## src/hw/ddc_pkg.sv

```systemverilog
package ddc_pkg;
  localparam logic [2:0] CMD_DUMP = 3'h6;
  localparam int CMD_LSB = 16;
  localparam int BIT_EL = 31;
  localparam int BIT_SUSP = 30;
  localparam int BIT_IRQ = 29;
  localparam int BIT_DONE = 15;
  localparam int BIT_OK = 13;
  localparam int DUMP_BYTES = 596;
  localparam int FRAME_EXTRACTION_UNIT_BYTES = 24;
  localparam int IMG_BYTES = 80;
  localparam int FIFO_DEPTH = 32;
  localparam logic [7:0] DUMP_CMD_BYTE = 8'h06;
  localparam logic [7:0] DUMP_MARKER = 8'hd5;
  localparam logic [31:0] OFS_LINK = 32'h0000_0004;
  localparam logic [31:0] OFS_BUF = 32'h0000_0008;
  typedef enum logic [3:0] {
    ST_IDLE = 4'b0000,
    ST_RD0 = 4'b0001,
    ST_RD1 = 4'b0010,
    ST_RD2 = 4'b0011,
    ST_DECODE = 4'b0100,
    ST_TXCMD = 4'b0101,
    ST_MARK = 4'b0110,
    ST_COPY = 4'b0111,
    ST_DRAIN = 4'b1000,
    ST_STATUS = 4'b1001,
    ST_FINISH = 4'b1010,
    ST_SUSP = 4'b1011
  } ddc_state_e;
endpackage

```

## src/hw/ddc_fifo.sv

```systemverilog
`timescale 1ns/10ps
module ddc_fifo
  import ddc_pkg::*;
#(
  parameter int WIDTH = 8,
  parameter int DEPTH = FIFO_DEPTH
) (
  input wire logic clk, // clock
  input wire logic nrst, // sync reset
  input wire logic in_valid, // write request
  output logic in_ready, // space left
  input wire logic [WIDTH-1:0] in_data, // write data
  output logic out_valid, // data present
  input wire logic out_ready, // read accept
  output logic [WIDTH-1:0] out_data // head data
);
  localparam int AW = $clog2(DEPTH);
  logic [WIDTH-1:0] mem [DEPTH];
  logic [AW-1:0] wp, rp, next_wp, next_rp;
  logic [AW:0] cnt, next_cnt;
  logic push, pop;
  always_comb begin
    push = in_valid && in_ready;
    pop = out_valid && out_ready;
    next_wp = push ? wp + 1'b1 : wp;
    next_rp = pop ? rp + 1'b1 : rp;
    next_cnt = cnt + (AW+1)'(push) - (AW+1)'(pop);
  end
  always_ff @(posedge clk) begin
    if (!nrst) begin
      wp <= '0;
      rp <= '0;
      cnt <= '0;
    end else begin
      wp <= next_wp;
      rp <= next_rp;
      cnt <= next_cnt;
    end
    if (push) begin
      mem[wp] <= in_data;
    end
  end
  assign in_ready = (cnt != (AW+1)'(DEPTH));
  assign out_valid = (cnt != '0);
  assign out_data = mem[rp];
  chk_fifo_bound: assert property (@(posedge clk) disable iff (!nrst)
    cnt <= (AW+1)'(DEPTH)) else $error("fifo count beyond depth");
endmodule

```

## src/hw/ddc_wordpack.sv

```systemverilog
`timescale 1ns/10ps
module ddc_wordpack
  import ddc_pkg::*;
(
  input wire logic clk, // clock
  input wire logic nrst, // sync reset
  input wire logic clr, // restart packing
  input wire logic in_valid, // byte available
  output logic in_ready, // byte taken
  input wire logic [7:0] in_byte, // byte in
  output logic out_valid, // word ready
  input wire logic out_ready, // word taken
  output logic [31:0] out_word // packed word, first byte low
);
  logic [31:0] acc, next_acc;
  logic [1:0] lane, next_lane;
  logic full, next_full;
  always_comb begin
    next_acc = acc;
    next_lane = lane;
    next_full = full;
    if (full && out_ready) begin
      next_full = 1'b0;
    end
    if (in_valid && in_ready) begin
      next_acc[lane*8 +: 8] = in_byte;
      next_lane = lane + 2'd1;
      if (lane == 2'd3) begin
        next_full = 1'b1;
      end
    end
    if (clr) begin
      next_lane = '0;
      next_full = 1'b0;
    end
  end
  always_ff @(posedge clk) begin
    if (!nrst) begin
      acc <= '0;
      lane <= '0;
      full <= 1'b0;
    end else begin
      acc <= next_acc;
      lane <= next_lane;
      full <= next_full;
    end
  end
  assign in_ready = !full;
  assign out_valid = full;
  assign out_word = acc;
endmodule

```

## src/hw/ddc_dump_cmd.sv

```systemverilog
`timescale 1ns/10ps
// Overview of operation
// - command field 18:16 equal to 110b starts the dump sequence
// - next block address is link field plus command unit base
// - end-of-list flag: go idle and always raise not-active interrupt
// - suspend flag: suspend; not-active interrupt only if configured
// - interrupt flag raises command-executed interrupt, else none
// - software clears completion bit 15; device sets it when done
// - bit 13 one reports success; zero with completion means failure
// - third word is the dump area address, used without the command unit base; 596 bytes written there
// - send dump command byte to transmit fifo, wait for marker
// - copy extraction registers via status fifo, then mac registers from the parallel image
// - final status word has completion bit set; success bit set unless an unknown command was seen since start
// - bytes 0 to 23 hold extraction pointers, counters, thresholds
// - bytes 24-37 config 8-21, 38 reserved, 39-42 address 1-4
// - bytes 43-76 address 5-6, status, crcs, hash, length; 77-79 reserved
module ddc_dump_cmd
  import ddc_pkg::*;
(
  input wire logic clk, // 25 mhz clock
  input wire logic nrst, // sync reset, active low
  input wire logic start, // start command unit pulse
  input wire logic [31:0] start_addr, // first block address offset
  input wire logic [31:0] cu_base, // command unit base
  input wire logic cna_on_suspend, // config: not-active irq on suspend
  input wire logic resume, // leave suspended state
  output logic mem_req, // memory access request
  output logic mem_we, // write when high
  output logic [31:0] mem_addr, // byte address
  output logic [31:0] mem_wdata, // write data
  input wire logic mem_ack, // access done
  input wire logic [31:0] mem_rdata, // read data
  output logic tx_valid, // transmit fifo byte valid
  output logic [7:0] tx_byte, // transmit fifo byte
  input wire logic tx_ready, // transmit fifo space
  input wire logic st_valid, // status fifo byte valid
  input wire logic [7:0] st_byte, // status fifo byte
  output logic st_ready, // status fifo accept
  input wire logic [IMG_BYTES*8-1:0] par_regs, // parallel register image, byte 0 low
  output logic irq_cx, // command executed pulse
  output logic irq_cna, // unit not active pulse
  output logic cu_active, // unit active
  output logic cu_suspended, // unit suspended
  output logic cmd_error // unknown command seen
);
  ddc_state_e st, next_st;
  logic [31:0] blk, next_blk, link, next_link, bufp, next_bufp, w0, next_w0;
  logic [9:0] bcnt, next_bcnt;
  logic next_mem_req, next_mem_we, next_tx_valid, next_irq_cx, next_irq_cna;
  logic next_act, next_susp, next_err;
  logic [31:0] next_mem_addr, next_mem_wdata;
  logic [7:0] next_tx_byte;
  logic next_st_ready;
  // byte stream into the packer: status fifo first, then parallel image, then zero fill
  logic src_valid, src_ready, f_out_valid, f_out_ready, pk_valid, pk_ready, pk_clr;
  logic [7:0] src_byte, f_out_byte;
  logic [31:0] pk_word;
  logic f_in_ready;

  function automatic logic [31:0] add32(input logic [31:0] a, input logic [31:0] b);
    add32 = a + b;
  endfunction

  ddc_fifo #(.WIDTH(8), .DEPTH(FIFO_DEPTH)) u_fifo (
    .clk(clk),
    .nrst(nrst),
    .in_valid(src_valid),
    .in_ready(f_in_ready),
    .in_data(src_byte),
    .out_valid(f_out_valid),
    .out_ready(f_out_ready),
    .out_data(f_out_byte)
  );

  ddc_wordpack u_pack (
    .clk(clk),
    .nrst(nrst),
    .clr(pk_clr),
    .in_valid(f_out_valid),
    .in_ready(f_out_ready),
    .in_byte(f_out_byte),
    .out_valid(pk_valid),
    .out_ready(pk_ready),
    .out_word(pk_word)
  );

  assign pk_clr = (st == ST_DECODE);
  assign src_ready = f_in_ready;

  always_comb begin
    src_valid = 1'b0;
    src_byte = 8'h00;
    if (st == ST_COPY) begin
      if (bcnt < 10'(FRAME_EXTRACTION_UNIT_BYTES)) begin
        // fifo starts each dump empty and these are its first 24 bytes, so it has room
        src_valid = st_valid && st_ready;
        src_byte = st_byte;
      end else if (bcnt < 10'(IMG_BYTES)) begin
        src_valid = 1'b1;
        src_byte = par_regs[bcnt*8 +: 8];
      end else begin
        src_valid = 1'b1; // remaining dump words carry no data here
      end
    end
  end

  always_comb begin
    next_st = st;
    next_blk = blk;
    next_link = link;
    next_bufp = bufp;
    next_w0 = w0;
    next_bcnt = bcnt;
    next_mem_req = mem_req;
    next_mem_we = mem_we;
    next_mem_addr = mem_addr;
    next_mem_wdata = mem_wdata;
    next_tx_valid = tx_valid;
    next_tx_byte = tx_byte;
    next_irq_cx = 1'b0;
    next_irq_cna = 1'b0;
    next_act = cu_active;
    next_susp = cu_suspended;
    next_err = cmd_error;
    pk_ready = 1'b0;
    case (st)
      ST_IDLE: begin
        if (start) begin
          next_blk = add32(cu_base, start_addr);
          next_act = 1'b1;
          next_err = 1'b0;
          next_st = ST_RD0;
          next_mem_req = 1'b1;
          next_mem_we = 1'b0;
          next_mem_addr = add32(cu_base, start_addr);
        end
      end
      ST_RD0: begin
        if (mem_ack) begin
          next_w0 = mem_rdata;
          next_mem_addr = add32(blk, OFS_LINK);
          next_st = ST_RD1;
        end
      end
      ST_RD1: begin
        if (mem_ack) begin
          next_link = add32(cu_base, mem_rdata);
          next_mem_addr = add32(blk, OFS_BUF);
          next_st = ST_RD2;
        end
      end
      ST_RD2: begin
        if (mem_ack) begin
          next_bufp = mem_rdata;
          next_mem_req = 1'b0;
          next_st = ST_DECODE;
        end
      end
      ST_DECODE: begin
        next_bcnt = '0;
        if (w0[CMD_LSB +: 3] == CMD_DUMP) begin
          next_tx_valid = 1'b1;
          next_tx_byte = DUMP_CMD_BYTE;
          next_st = ST_TXCMD;
        end else begin
          next_err = 1'b1; // reported as failed completion
          next_st = ST_STATUS;
        end
      end
      ST_TXCMD: begin
        if (tx_ready) begin
          next_tx_valid = 1'b0;
          next_st = ST_MARK;
        end
      end
      ST_MARK: begin
        if (st_valid && st_byte == DUMP_MARKER) begin
          next_st = ST_COPY;
        end
      end
      ST_COPY: begin
        if (src_valid && src_ready) begin
          next_bcnt = bcnt + 10'd1;
          if (bcnt == 10'(DUMP_BYTES - 1)) begin
            next_st = ST_DRAIN;
          end
        end
      end
      ST_DRAIN: begin
        if (!f_out_valid && !pk_valid && !mem_req) begin
          next_st = ST_STATUS;
        end
      end
      ST_STATUS: begin
        if (!mem_req) begin
          next_mem_req = 1'b1;
          next_mem_we = 1'b1;
          next_mem_addr = blk;
          next_mem_wdata = w0;
          next_mem_wdata[BIT_DONE] = 1'b1;
          next_mem_wdata[BIT_OK] = !cmd_error;
        end else if (mem_ack) begin
          next_mem_req = 1'b0;
          next_st = ST_FINISH;
        end
      end
      ST_FINISH: begin
        next_irq_cx = w0[BIT_IRQ];
        if (w0[BIT_EL]) begin
          next_irq_cna = 1'b1;
          next_act = 1'b0;
          next_st = ST_IDLE;
        end else if (w0[BIT_SUSP]) begin
          next_irq_cna = cna_on_suspend;
          next_act = 1'b0;
          next_susp = 1'b1;
          next_st = ST_SUSP;
        end else begin
          next_blk = link;
          next_mem_req = 1'b1;
          next_mem_we = 1'b0;
          next_mem_addr = link;
          next_st = ST_RD0;
        end
      end
      ST_SUSP: begin
        if (resume) begin
          next_susp = 1'b0;
          next_act = 1'b1;
          next_blk = link;
          next_mem_req = 1'b1;
          next_mem_we = 1'b0;
          next_mem_addr = link;
          next_st = ST_RD0;
        end
      end
      default: begin
        next_st = ST_IDLE;
      end
    endcase
    // word writes into the dump area while copying
    if ((st == ST_COPY || st == ST_DRAIN) && pk_valid) begin
      if (!mem_req) begin
        next_mem_req = 1'b1;
        next_mem_we = 1'b1;
        next_mem_addr = bufp;
        next_mem_wdata = pk_word;
      end else if (mem_ack) begin
        next_mem_req = 1'b0;
        pk_ready = 1'b1;
        next_bufp = add32(bufp, 32'h0000_0004);
      end
    end
    // ready is registered, so it follows the state being entered
    next_st_ready = (next_st == ST_MARK) || (next_st == ST_COPY && next_bcnt < 10'(FRAME_EXTRACTION_UNIT_BYTES));
  end

  always_ff @(posedge clk) begin
    if (!nrst) begin
      st <= ST_IDLE;
      blk <= '0;
      link <= '0;
      bufp <= '0;
      w0 <= '0;
      bcnt <= '0;
      mem_req <= 1'b0;
      mem_we <= 1'b0;
      mem_addr <= '0;
      mem_wdata <= '0;
      tx_valid <= 1'b0;
      tx_byte <= '0;
      irq_cx <= 1'b0;
      irq_cna <= 1'b0;
      cu_active <= 1'b0;
      cu_suspended <= 1'b0;
      cmd_error <= 1'b0;
      st_ready <= 1'b0;
    end else begin
      st <= next_st;
      blk <= next_blk;
      link <= next_link;
      bufp <= next_bufp;
      w0 <= next_w0;
      bcnt <= next_bcnt;
      mem_req <= next_mem_req;
      mem_we <= next_mem_we;
      mem_addr <= next_mem_addr;
      mem_wdata <= next_mem_wdata;
      tx_valid <= next_tx_valid;
      tx_byte <= next_tx_byte;
      irq_cx <= next_irq_cx;
      irq_cna <= next_irq_cna;
      cu_active <= next_act;
      cu_suspended <= next_susp;
      cmd_error <= next_err;
      st_ready <= next_st_ready;
    end
  end

  chk_cx_needs_i: assert property (@(posedge clk) disable iff (!nrst)
    irq_cx |-> $past(w0[BIT_IRQ]) && $past(st == ST_FINISH)) else $error("cx irq without request flag");
  chk_el_raises_cna: assert property (@(posedge clk) disable iff (!nrst)
    (st == ST_FINISH && w0[BIT_EL]) |=> irq_cna && !cu_active) else $error("end of list missed cna");
  chk_susp_state: assert property (@(posedge clk) disable iff (!nrst)
    (st == ST_FINISH && !w0[BIT_EL] && w0[BIT_SUSP]) |=> cu_suspended && (irq_cna == $past(cna_on_suspend)))
    else $error("suspend handling wrong");
  chk_status_bits: assert property (@(posedge clk) disable iff (!nrst)
    (st == ST_STATUS && mem_req && mem_we) |-> mem_wdata[BIT_DONE] && (mem_wdata[BIT_OK] == !cmd_error))
    else $error("status word bits wrong");
  chk_dump_decode: assert property (@(posedge clk) disable iff (!nrst)
    (st == ST_DECODE && w0[CMD_LSB +: 3] == CMD_DUMP) |=> tx_valid && tx_byte == DUMP_CMD_BYTE)
    else $error("dump code not decoded");
  chk_link_add: assert property (@(posedge clk) disable iff (!nrst)
    (st == ST_RD1 && mem_ack) |=> link == $past(cu_base) + $past(mem_rdata)) else $error("link address wrong");
  chk_next_fetch: assert property (@(posedge clk) disable iff (!nrst)
    (st == ST_FINISH && !w0[BIT_EL] && !w0[BIT_SUSP]) |=> st == ST_RD0 && mem_addr == $past(link))
    else $error("next block not fetched");
  chk_copy_waits: assert property (@(posedge clk) disable iff (!nrst)
    (st == ST_MARK && !(st_valid && st_byte == DUMP_MARKER)) |=> st == ST_MARK) else $error("copy before marker");
  chk_copy_count: assert property (@(posedge clk) disable iff (!nrst)
    (st == ST_COPY) |-> bcnt < 10'(DUMP_BYTES)) else $error("dump length overrun");
  chk_status_accept: assert property (@(posedge clk) disable iff (!nrst)
    (st_valid && st_ready) |-> (st == ST_MARK || (st == ST_COPY && bcnt < 10'(FRAME_EXTRACTION_UNIT_BYTES) && f_in_ready)))
    else $error("status byte taken out of phase");
endmodule

```

## config.mk

```make
export PLATFORM = sky130hd
export DESIGN_NAME = ddc_dump_cmd
export DESIGN_NICKNAME = d
export VERILOG_FILES = /design/src/hw/ddc_pkg.sv /design/src/hw/ddc_fifo.sv /design/src/hw/ddc_wordpack.sv /design/src/hw/ddc_dump_cmd.sv
export SDC_FILE = /design/constraint.sdc
export NUM_CORES = 1
export LEC_CHECK = 0
export ABC_AREA = 1
export BUFFER_PORTS_ARGS = -buffer_cell sky130_fd_sc_hd__buf_4
export CELL_PAD_IN_SITES_DETAIL_PLACEMENT = 0
export CELL_PAD_IN_SITES_GLOBAL_PLACEMENT = 1
export CORE_AREA = 2 2 326 328
export DETAILED_ROUTE_END_ITERATION = 10
export DIE_AREA = 0 0 328 330
export HOLD_SLACK_MARGIN = 0.05
export PLACE_DENSITY_LB_ADDON = 0.1
export SLEW_MARGIN = 10
export SYNTH_ARGS = -nofsm -noshare
export SYNTH_HDL_FRONTEND = slang
export SYNTH_SLANG_ARGS = --single-unit
```

## constraint.sdc

```tcl
create_clock -name clk -period 5.16 [get_ports clk]
set_input_delay 1.548 -clock clk [delete_from_list [all_inputs] [get_ports clk]]
set_output_delay 1.548 -clock clk [all_outputs]
set_load 0.005 [all_outputs]
```

==> Yosys cells after proc, flatten, opt, wreduce, memory -nomap -nowiden <==
Memory sizes are Yosys's and may differ from the RTL's. A register that Yosys moved wholly into a read port is not among the register bits.
Index checks and enable logic that the tools add are counted.
{ "classes": {"add_sub_neg": 12, "magnitude_cmp": 3, "eq_ne": 27, "n_shift": 3, "mux": 94, "bitwise_logic": 1, "n_reduce_logical": 31} }
{ "ops": {"columns": ["operator", "n"], "rows": [
  ["$mux W32", 22],
  ["$shiftx A640 B14 Y8", 1],
  ["$pmux W32 S6", 1],
  ["$pmux W32 S3", 1],
  ["$add A32 B3 Y32 const B", 2],
  ["$add A32 B32 Y32", 2],
  ["$mux W4", 15],
  ["$pmux W4 S12", 1],
  ["$mux W1", 40],
  ["$neg A5 Y34", 1],
  ["$shift A8 B34 Y32 const A", 1],
  ["$shiftx A8 B34 Y32", 1],
  ["$add A32 B4 Y32 const B", 1],
  ["$bwmux W32", 1],
  ["$eq A4 B3 Y1 const B", 6],
  ["$mux W8", 3],
  ["$lt A10 B5 Y1 const B", 2],
  ["$pmux W10 S2", 1],
  ["$eq A4 B4 Y1 const B", 4],
  ["$ne A2 B2 Y1 const B", 7],
  ["$add A10 B1 Y10 const B", 1],
  ["$add A5 B1 Y5 const B", 2],
  ["$eq A10 B10 Y1 const B", 1],
  ["$lt A10 B7 Y1 const B", 1],
  ["30 further kinds", 53]
]} }
{ "totals": {"reg_bits": 267, "ramBits": 256, "in_bits": 752, "out_inout_bits": 81, "wordCells": 196, "n_memories": 1} }
{ "memory_table": {"columns": ["name", "words", "word_bits", "read_ports", "rd_ports_with_merged_regs", "wr", "line_no", "rtl"], "rows": [
  ["u_fifo.mem", 32, 8, 1, 1, 1, "ddc_fifo.sv:18", "logic [WIDTH-1:0] mem [DEPTH];"]
]} }

==> Logic depth before layout (Yosys ltp) <==
{ "depth": {"depth_word": 9, "depth_mapped": 18, "depth_no_buf": 17} }

==> By module <==
A second synthesis with hierarchy kept.
{ "unflattened": {"hier_cells": 5580, "area_unflattened_um2": 36791.5} }
{ "by_module_without_submodules": {"columns": ["mod", "instances", "cells_per_inst", "area_per_inst_um2", "seq_area_each_um2"], "rows": [
  ["ddc_dump_cmd", 1, 4352, 23726.5, 4284.1],
  ["ddc_fifo", 1, 1032, 11504.8, 8107.8],
  ["ddc_wordpack", 1, 196, 1560.2, 700.7]
]} }

==> Worst setup path before layout <==
Ideal clock, no wire load.
{ "synth_path": {"path_type": "input-to-reg", "start": "input port par_regs[251]", "end": "memory u_fifo.mem[0][3], data pin", "setup_time_ns": 0.377, "arrival_ns": 3.139, "required_ns": 4.783, "slack_ns": 1.644, "cell_stages": 14, "path_buffers": 0, "cell_sequence": "inv_1 -> nand2_1 -> nand3_1 -> nand3_1 -> nand3_1 -> nand2_1 -> nand2_1 -> nand2_1 -> inv_1 -> nand2_1 -> nand2_1 -> nand2_1 -> nand2_1 -> a21oi_1"} }
{ "synth_between": {"elab_chain_cells": 4} }
{ "synth_lines": {"columns": ["item", "line_no", "rtl"], "rows": [
  ["from (decl)", "ddc_dump_cmd.sv:39", "input wire logic [IMG_BYTES*8-1:0] par_regs,"],
  ["$shiftx A640 B14 Y8", "ddc_dump_cmd.sv:100", "src_byte = par_regs[bcnt*8 +: 8];"],
  ["$mux W8", "ddc_dump_cmd.sv:98", "end else if (bcnt < 10'(IMG_BYTES)) begin"],
  ["$mux W8", "ddc_dump_cmd.sv:94", "if (bcnt < 10'(FRAME_EXTRACTION_UNIT_BYTES)) begin"],
  ["$mux W8", "ddc_dump_cmd.sv:93", "if (st == ST_COPY) begin"],
  ["net src_byte[3]", "ddc_dump_cmd.sv:56", "logic [7:0] src_byte, f_out_byte;"],
  ["to (decl)", "ddc_fifo.sv:18", null]
]} }
The timed path passes the listed nets, and every way through them passes these cells.

==> Worst setup path after layout <==
{ "layout_path": {"start": "register bcnt[0]", "end": "memory u_fifo.mem[24][1], data pin"} }
{ "layout_between": {"elab_chain_cells": 4, "elab_cells_between_ends": 6, "classes_between": "order compare (2); shift (1); mux (3)"} }
{ "layout_lines": {"columns": ["item", "line_no", "rtl"], "rows": [
  ["from (decl)", "ddc_dump_cmd.sv:48", "logic [9:0] bcnt, next_bcnt;"],
  ["from (signal assigned)", "ddc_dump_cmd.sv:284", "bcnt <= next_bcnt;"],
  ["$shiftx A640 B14 Y8 or $lt A10 B7 Y1 (tied branches)", "ddc_dump_cmd.sv:100, ddc_dump_cmd.sv:98", null],
  ["$mux W8", "ddc_dump_cmd.sv:98", null],
  ["$mux W8 (*)", "ddc_dump_cmd.sv:94", null],
  ["$mux W8 (*)", "ddc_dump_cmd.sv:93", null],
  ["net src_byte[1]", "ddc_dump_cmd.sv:56", null]
]} }
The timed path passes the listed nets; every way through them passes the cells marked *.

==> flow_metrics.py <==
metrics = {
    "run_status": {
        "run_status": "finished clean",
    },
    "timing": {
        "finalWorstPathRequiredPeriod_ns": 3.79,
        "unrepaired_setup_endpoints_after_global_routing": "false",
        "timing.final.setup_violations": 0,
        "slew_viol_final": 0,
        "clock-skew-final_ns": 0.0388,
        "timing_hold_violations_final": 0,
        "maxClockFrequency_mhz": 264,
        "worst_slew_pin_slew_ns": 1.04,
        "min_period_over_period": 0.735,
        "relSlewSlack": 0.305,
        "setup_total_negative_slack_ns": 0,
    },
    "final_layout": {
        "areaGrowthSynthToFinish_pct": 25.2,
        "layout.nets": 6917,
        "fin_area_um2": 45700,
        "layout-drive-gt1-share": 0.190,
        "final_core_util": 0.436,
    },
    "worst_setup_path": {
        "critical_path.most_common_cell": "nand2_1",
        "setup.reg_to_reg.worst_slack_ns": 1.37,
        "type_of_element_capturing_the_critical_path": "register",
        "critPathSlowestCell": "inv_8",
        "required_time_at_the_worst_slack_endpoint_ns": 5.50,
        "worst_path_arrival_time_ns": 4.14,
        "critical_path.max_stage_delay_ns": 0.54,
        "setup.worst_path.class": "register to register",
        "regToRegStartpoint": "bcnt[0]",
        "crit_path_cell_trace": "inv_8, buf_4, nand2_1, nand3_1, nand3_1, nand3_1, nand2_1, nand2_1, nand2_1, o21ai_1, nand2_1, nand2_1, a21oi_2, buf_4",
        "r2r_end": "u_fifo.mem[24][1]",
        "path_max_fanout": 127,
        "crit_path_start_kind": "register",
        "ff2ff_path_depth": 14,
    },
    "synth": {
        "synth.area.top_cells": "edfxtp_1 (21%), dfxtp_1 (15%), nand2_1 (12%)",
        "synth.yosys.warnings": 0,
        "synth_compound_gate_area_share": 0.181,
        "synth_top_family_by_area": "simple AND/OR/NAND/NOR gates",
        "synth_cells": 5408,
        "yosys.area.top_type_share": 0.211,
        "synth_cell_types": 63,
        "synthXorXnorAreaFrac": 0.00984,
        "muxShareOfSynthArea": 0.000617,
        "synth_enable_flop_cells": 256,
        "synth_adder_area_share": 0.0311,
        "synth_ff_type": "dfxtp_1",
        "synthDominantAreaCellType": "edfxtp_1",
        "synth-seq-area-share": 0.359,
        "syn-mean-instance-area_um2": 6.75,
        "synth-async-reset-ratio": 0,
        "area_fraction_in_and_or_nand_and_nor_cells_after_synthesis": 0.329,
        "postSynthRegisterBits": 526,
        "synth.cell_area_um2": 36500,
    },
    "global_routing": {
        "grt_usage": 0.335,
        "antenna_violations_before_repair": 18,
        "largest_net_degree_at_the_start_of_global_routing": 156,
        "gr-total-overflow": 0,
        "grt_pass1_vias": 38400,
        "global_route_wire_length_before_repair_mm": 267,
    },
    "drt": {
        "routedWlPerCell_um": 25.0,
        "route.vias.total": 40600,
        "detail_route.vias_per_cell": 5.39,
        "final_routed_wirelength_across_all_metal_layers_mm": 188,
        "drt_first_iter_violations": 3565,
        "drt_drc_violations_left": 0,
        "detail_route.first_pass.iterations": 7,
        "antenna_violating_nets_post_route": 0,
    },
    "cts": {
        "ctsResizeCount": 0,
        "clock_tree.buffer_depth": 3,
        "cts_setup_buffers": 0,
        "cts_hold_repair.buffers": 0,
        "numClockSinks": 526,
        "post_cts_clock_slew_at_the_launch_and_capture_registers_of_the_worst_setup_and_hold_paths_ns": 0.06,
        "cts.htree.levels": 2,
        "insertion_delay_ns": 0.65,
        "cts_root_buffer": "clkbuf_16",
        "numCtsBuffers": 58,
        "cts_tree": "yes",
    },
    "floorplanning": {
        "floorplan.io_pins": 833,
        "fp.dieW_um": 328,
        "core-area_um2": 105000,
        "fp.dieArea_um2": 108000,
        "floorplan.initialDensity": 0.349,
        "num_rows": 119,
        "die-height_um": 330,
    },
    "min_path": {
        "hold_path_depth": 2,
        "hold_path_startpoint": "u_pack.out_word[0]",
        "min-delay-path-class": "register to register",
        "worst_hold_path.endpoint": "u_pack.out_word[0]",
    },
    "placement": {
        "placed_area_um2": 43800,
        "detailed_place_hpwl_mm": 147,
        "finalWeightedCongestion": 0.978,
        "port_buffers": 826,
    },
    "job": {
        "max-cap-violations": 0,
    },
    "pwr": {
        "pwr_density_cell_nw_per_um2": 280,
        "ir_worst_vdd_mv": 0.285,
        "power_leakage_nw": 20.1,
    },
}
cell usage after synthesis, types with 19 or more instances:
library cell     n
nor3_1          48
buf_2           95
o21a_1          46
inv_1          464
a21oi_1        274
o221ai_1        63
a31oi_1         60
buf_1           28
edfxtp_1       256
o21ai_0        434
ha_1            86
clkbuf_1       151
or2_0           19
nor2_1         858
dfxtp_1        270
nand4_1         56
nand3_1        493
o21bai_1        80
xor2_1          33
nand2_1       1203
or2_2          100
o211ai_1        68
power by group:
part	internal (mW)	switching, mW	total, mW
logic	1.40	2.51	3.91
registers	4.52	0.297	4.82
clock network	2.22	1.83	4.05
sequential cells by signal (all words and copies together) (netlist names), 2 cells and up, named ones only:
name and cells:
u_fifo.mem 256, blk 32, bufp 32, link 32
mem_addr 32, u_pack.out_word 32, mem_wdata 30, w0 30
bcnt 10, u_fifo.cnt 6, u_fifo.rp 5, u_fifo.wp 5
st 4, u_pack.lane 2
final cells by class:
type                    instances  area [um^2]
fillers                     11200        59000
multi-input cells            4096        20200
flip-flops and latches        526        13100
repair buffers                912         6930
inverters                     482         1820
well taps                    1391         1740
clock buffers                  77         1620
clock inverters                31          224
diodes                         10         25.0
critical path, delay by kind of cell (launching register included):
family | cells | cell delay [ns]
AO/OA/AOI/OAI | 2 | 0.37
buffers and inverters | 3 | 1.29
flip-flops | 1 | 0.51
AND/OR/NAND/NOR | 9 | 1.21
stage by stage:
stage	setup WS (ns)	std cells	hold WS (ns)	total power, mW
after floorplan	1.64	5413	0.436	7.01
after global placement	1.18	7407	0.453	8.74
after detailed placement	1.17	7407	0.459	8.76
after CTS	1.43	7515	0.468	12.8
after global routing	1.24	7521	0.479	13.4
final	1.37	7525	0.465	12.8
logic make-up (layout without fill, tap and decap cells):
kind of cell	Yosys count	after routing
AND/OR/NAND/NOR	2841	2841
AO/OA/AOI/OAI	1117	1117
adder cells (fa/ha/maj)	89	89
multiplexers	2	2
buffers and inverters	791	1502
other	1	16
XOR/XNOR	41	41
flip-flops	526	526
layer usage:
metal	vias to the layer above	wire, um	GRT usage
li1	19400	-	-
met1	19300	77900	0.425
met2	1539	87800	0.554
met3	291	12300	0.0529
met4	8	10400	0.168
met5	-	49	0
layout by cell type, fill, tap and decap left out, drive strengths merged, types with 12 or more instances in the layout:
cell type	netlist	layout
o21a	46	46
buf	153	912
edfxtp	256	256
nand4	57	57
a31oi	60	60
inv	478	477
clkbuf	156	77
or2	132	132
a21oi	275	275
a21o	12	12
o21bai	80	80
nor3	49	49
o211ai	68	68
nor2	871	871
dfxtp	270	270
nand3	494	494
o21ai	451	451
ha	86	86
nand2	1210	1210
o22ai	17	17
o221ai	63	63
xor2	33	33
clkinv	4	32
how the worst max path moves through the flow:
stage / from / endpoint / slack, ns / cells after the start
after floorplan: par_regs[251] / u_fifo.mem[0][3] / 1.64 / 14
after global placement: cu_base[26] / link[27] / 1.18 / 11
after detailed placement: st_valid / u_fifo.mem[19][3] / 1.17 / 7
after CTS: bcnt[0] / u_fifo.mem[21][1] / 1.43 / 14
after global routing: bcnt[0] / u_fifo.mem[24][1] / 1.24 / 14
final: bcnt[0] / u_fifo.mem[24][1] / 1.37 / 14
No activity file was read; power rests on OpenSTA's default activity.
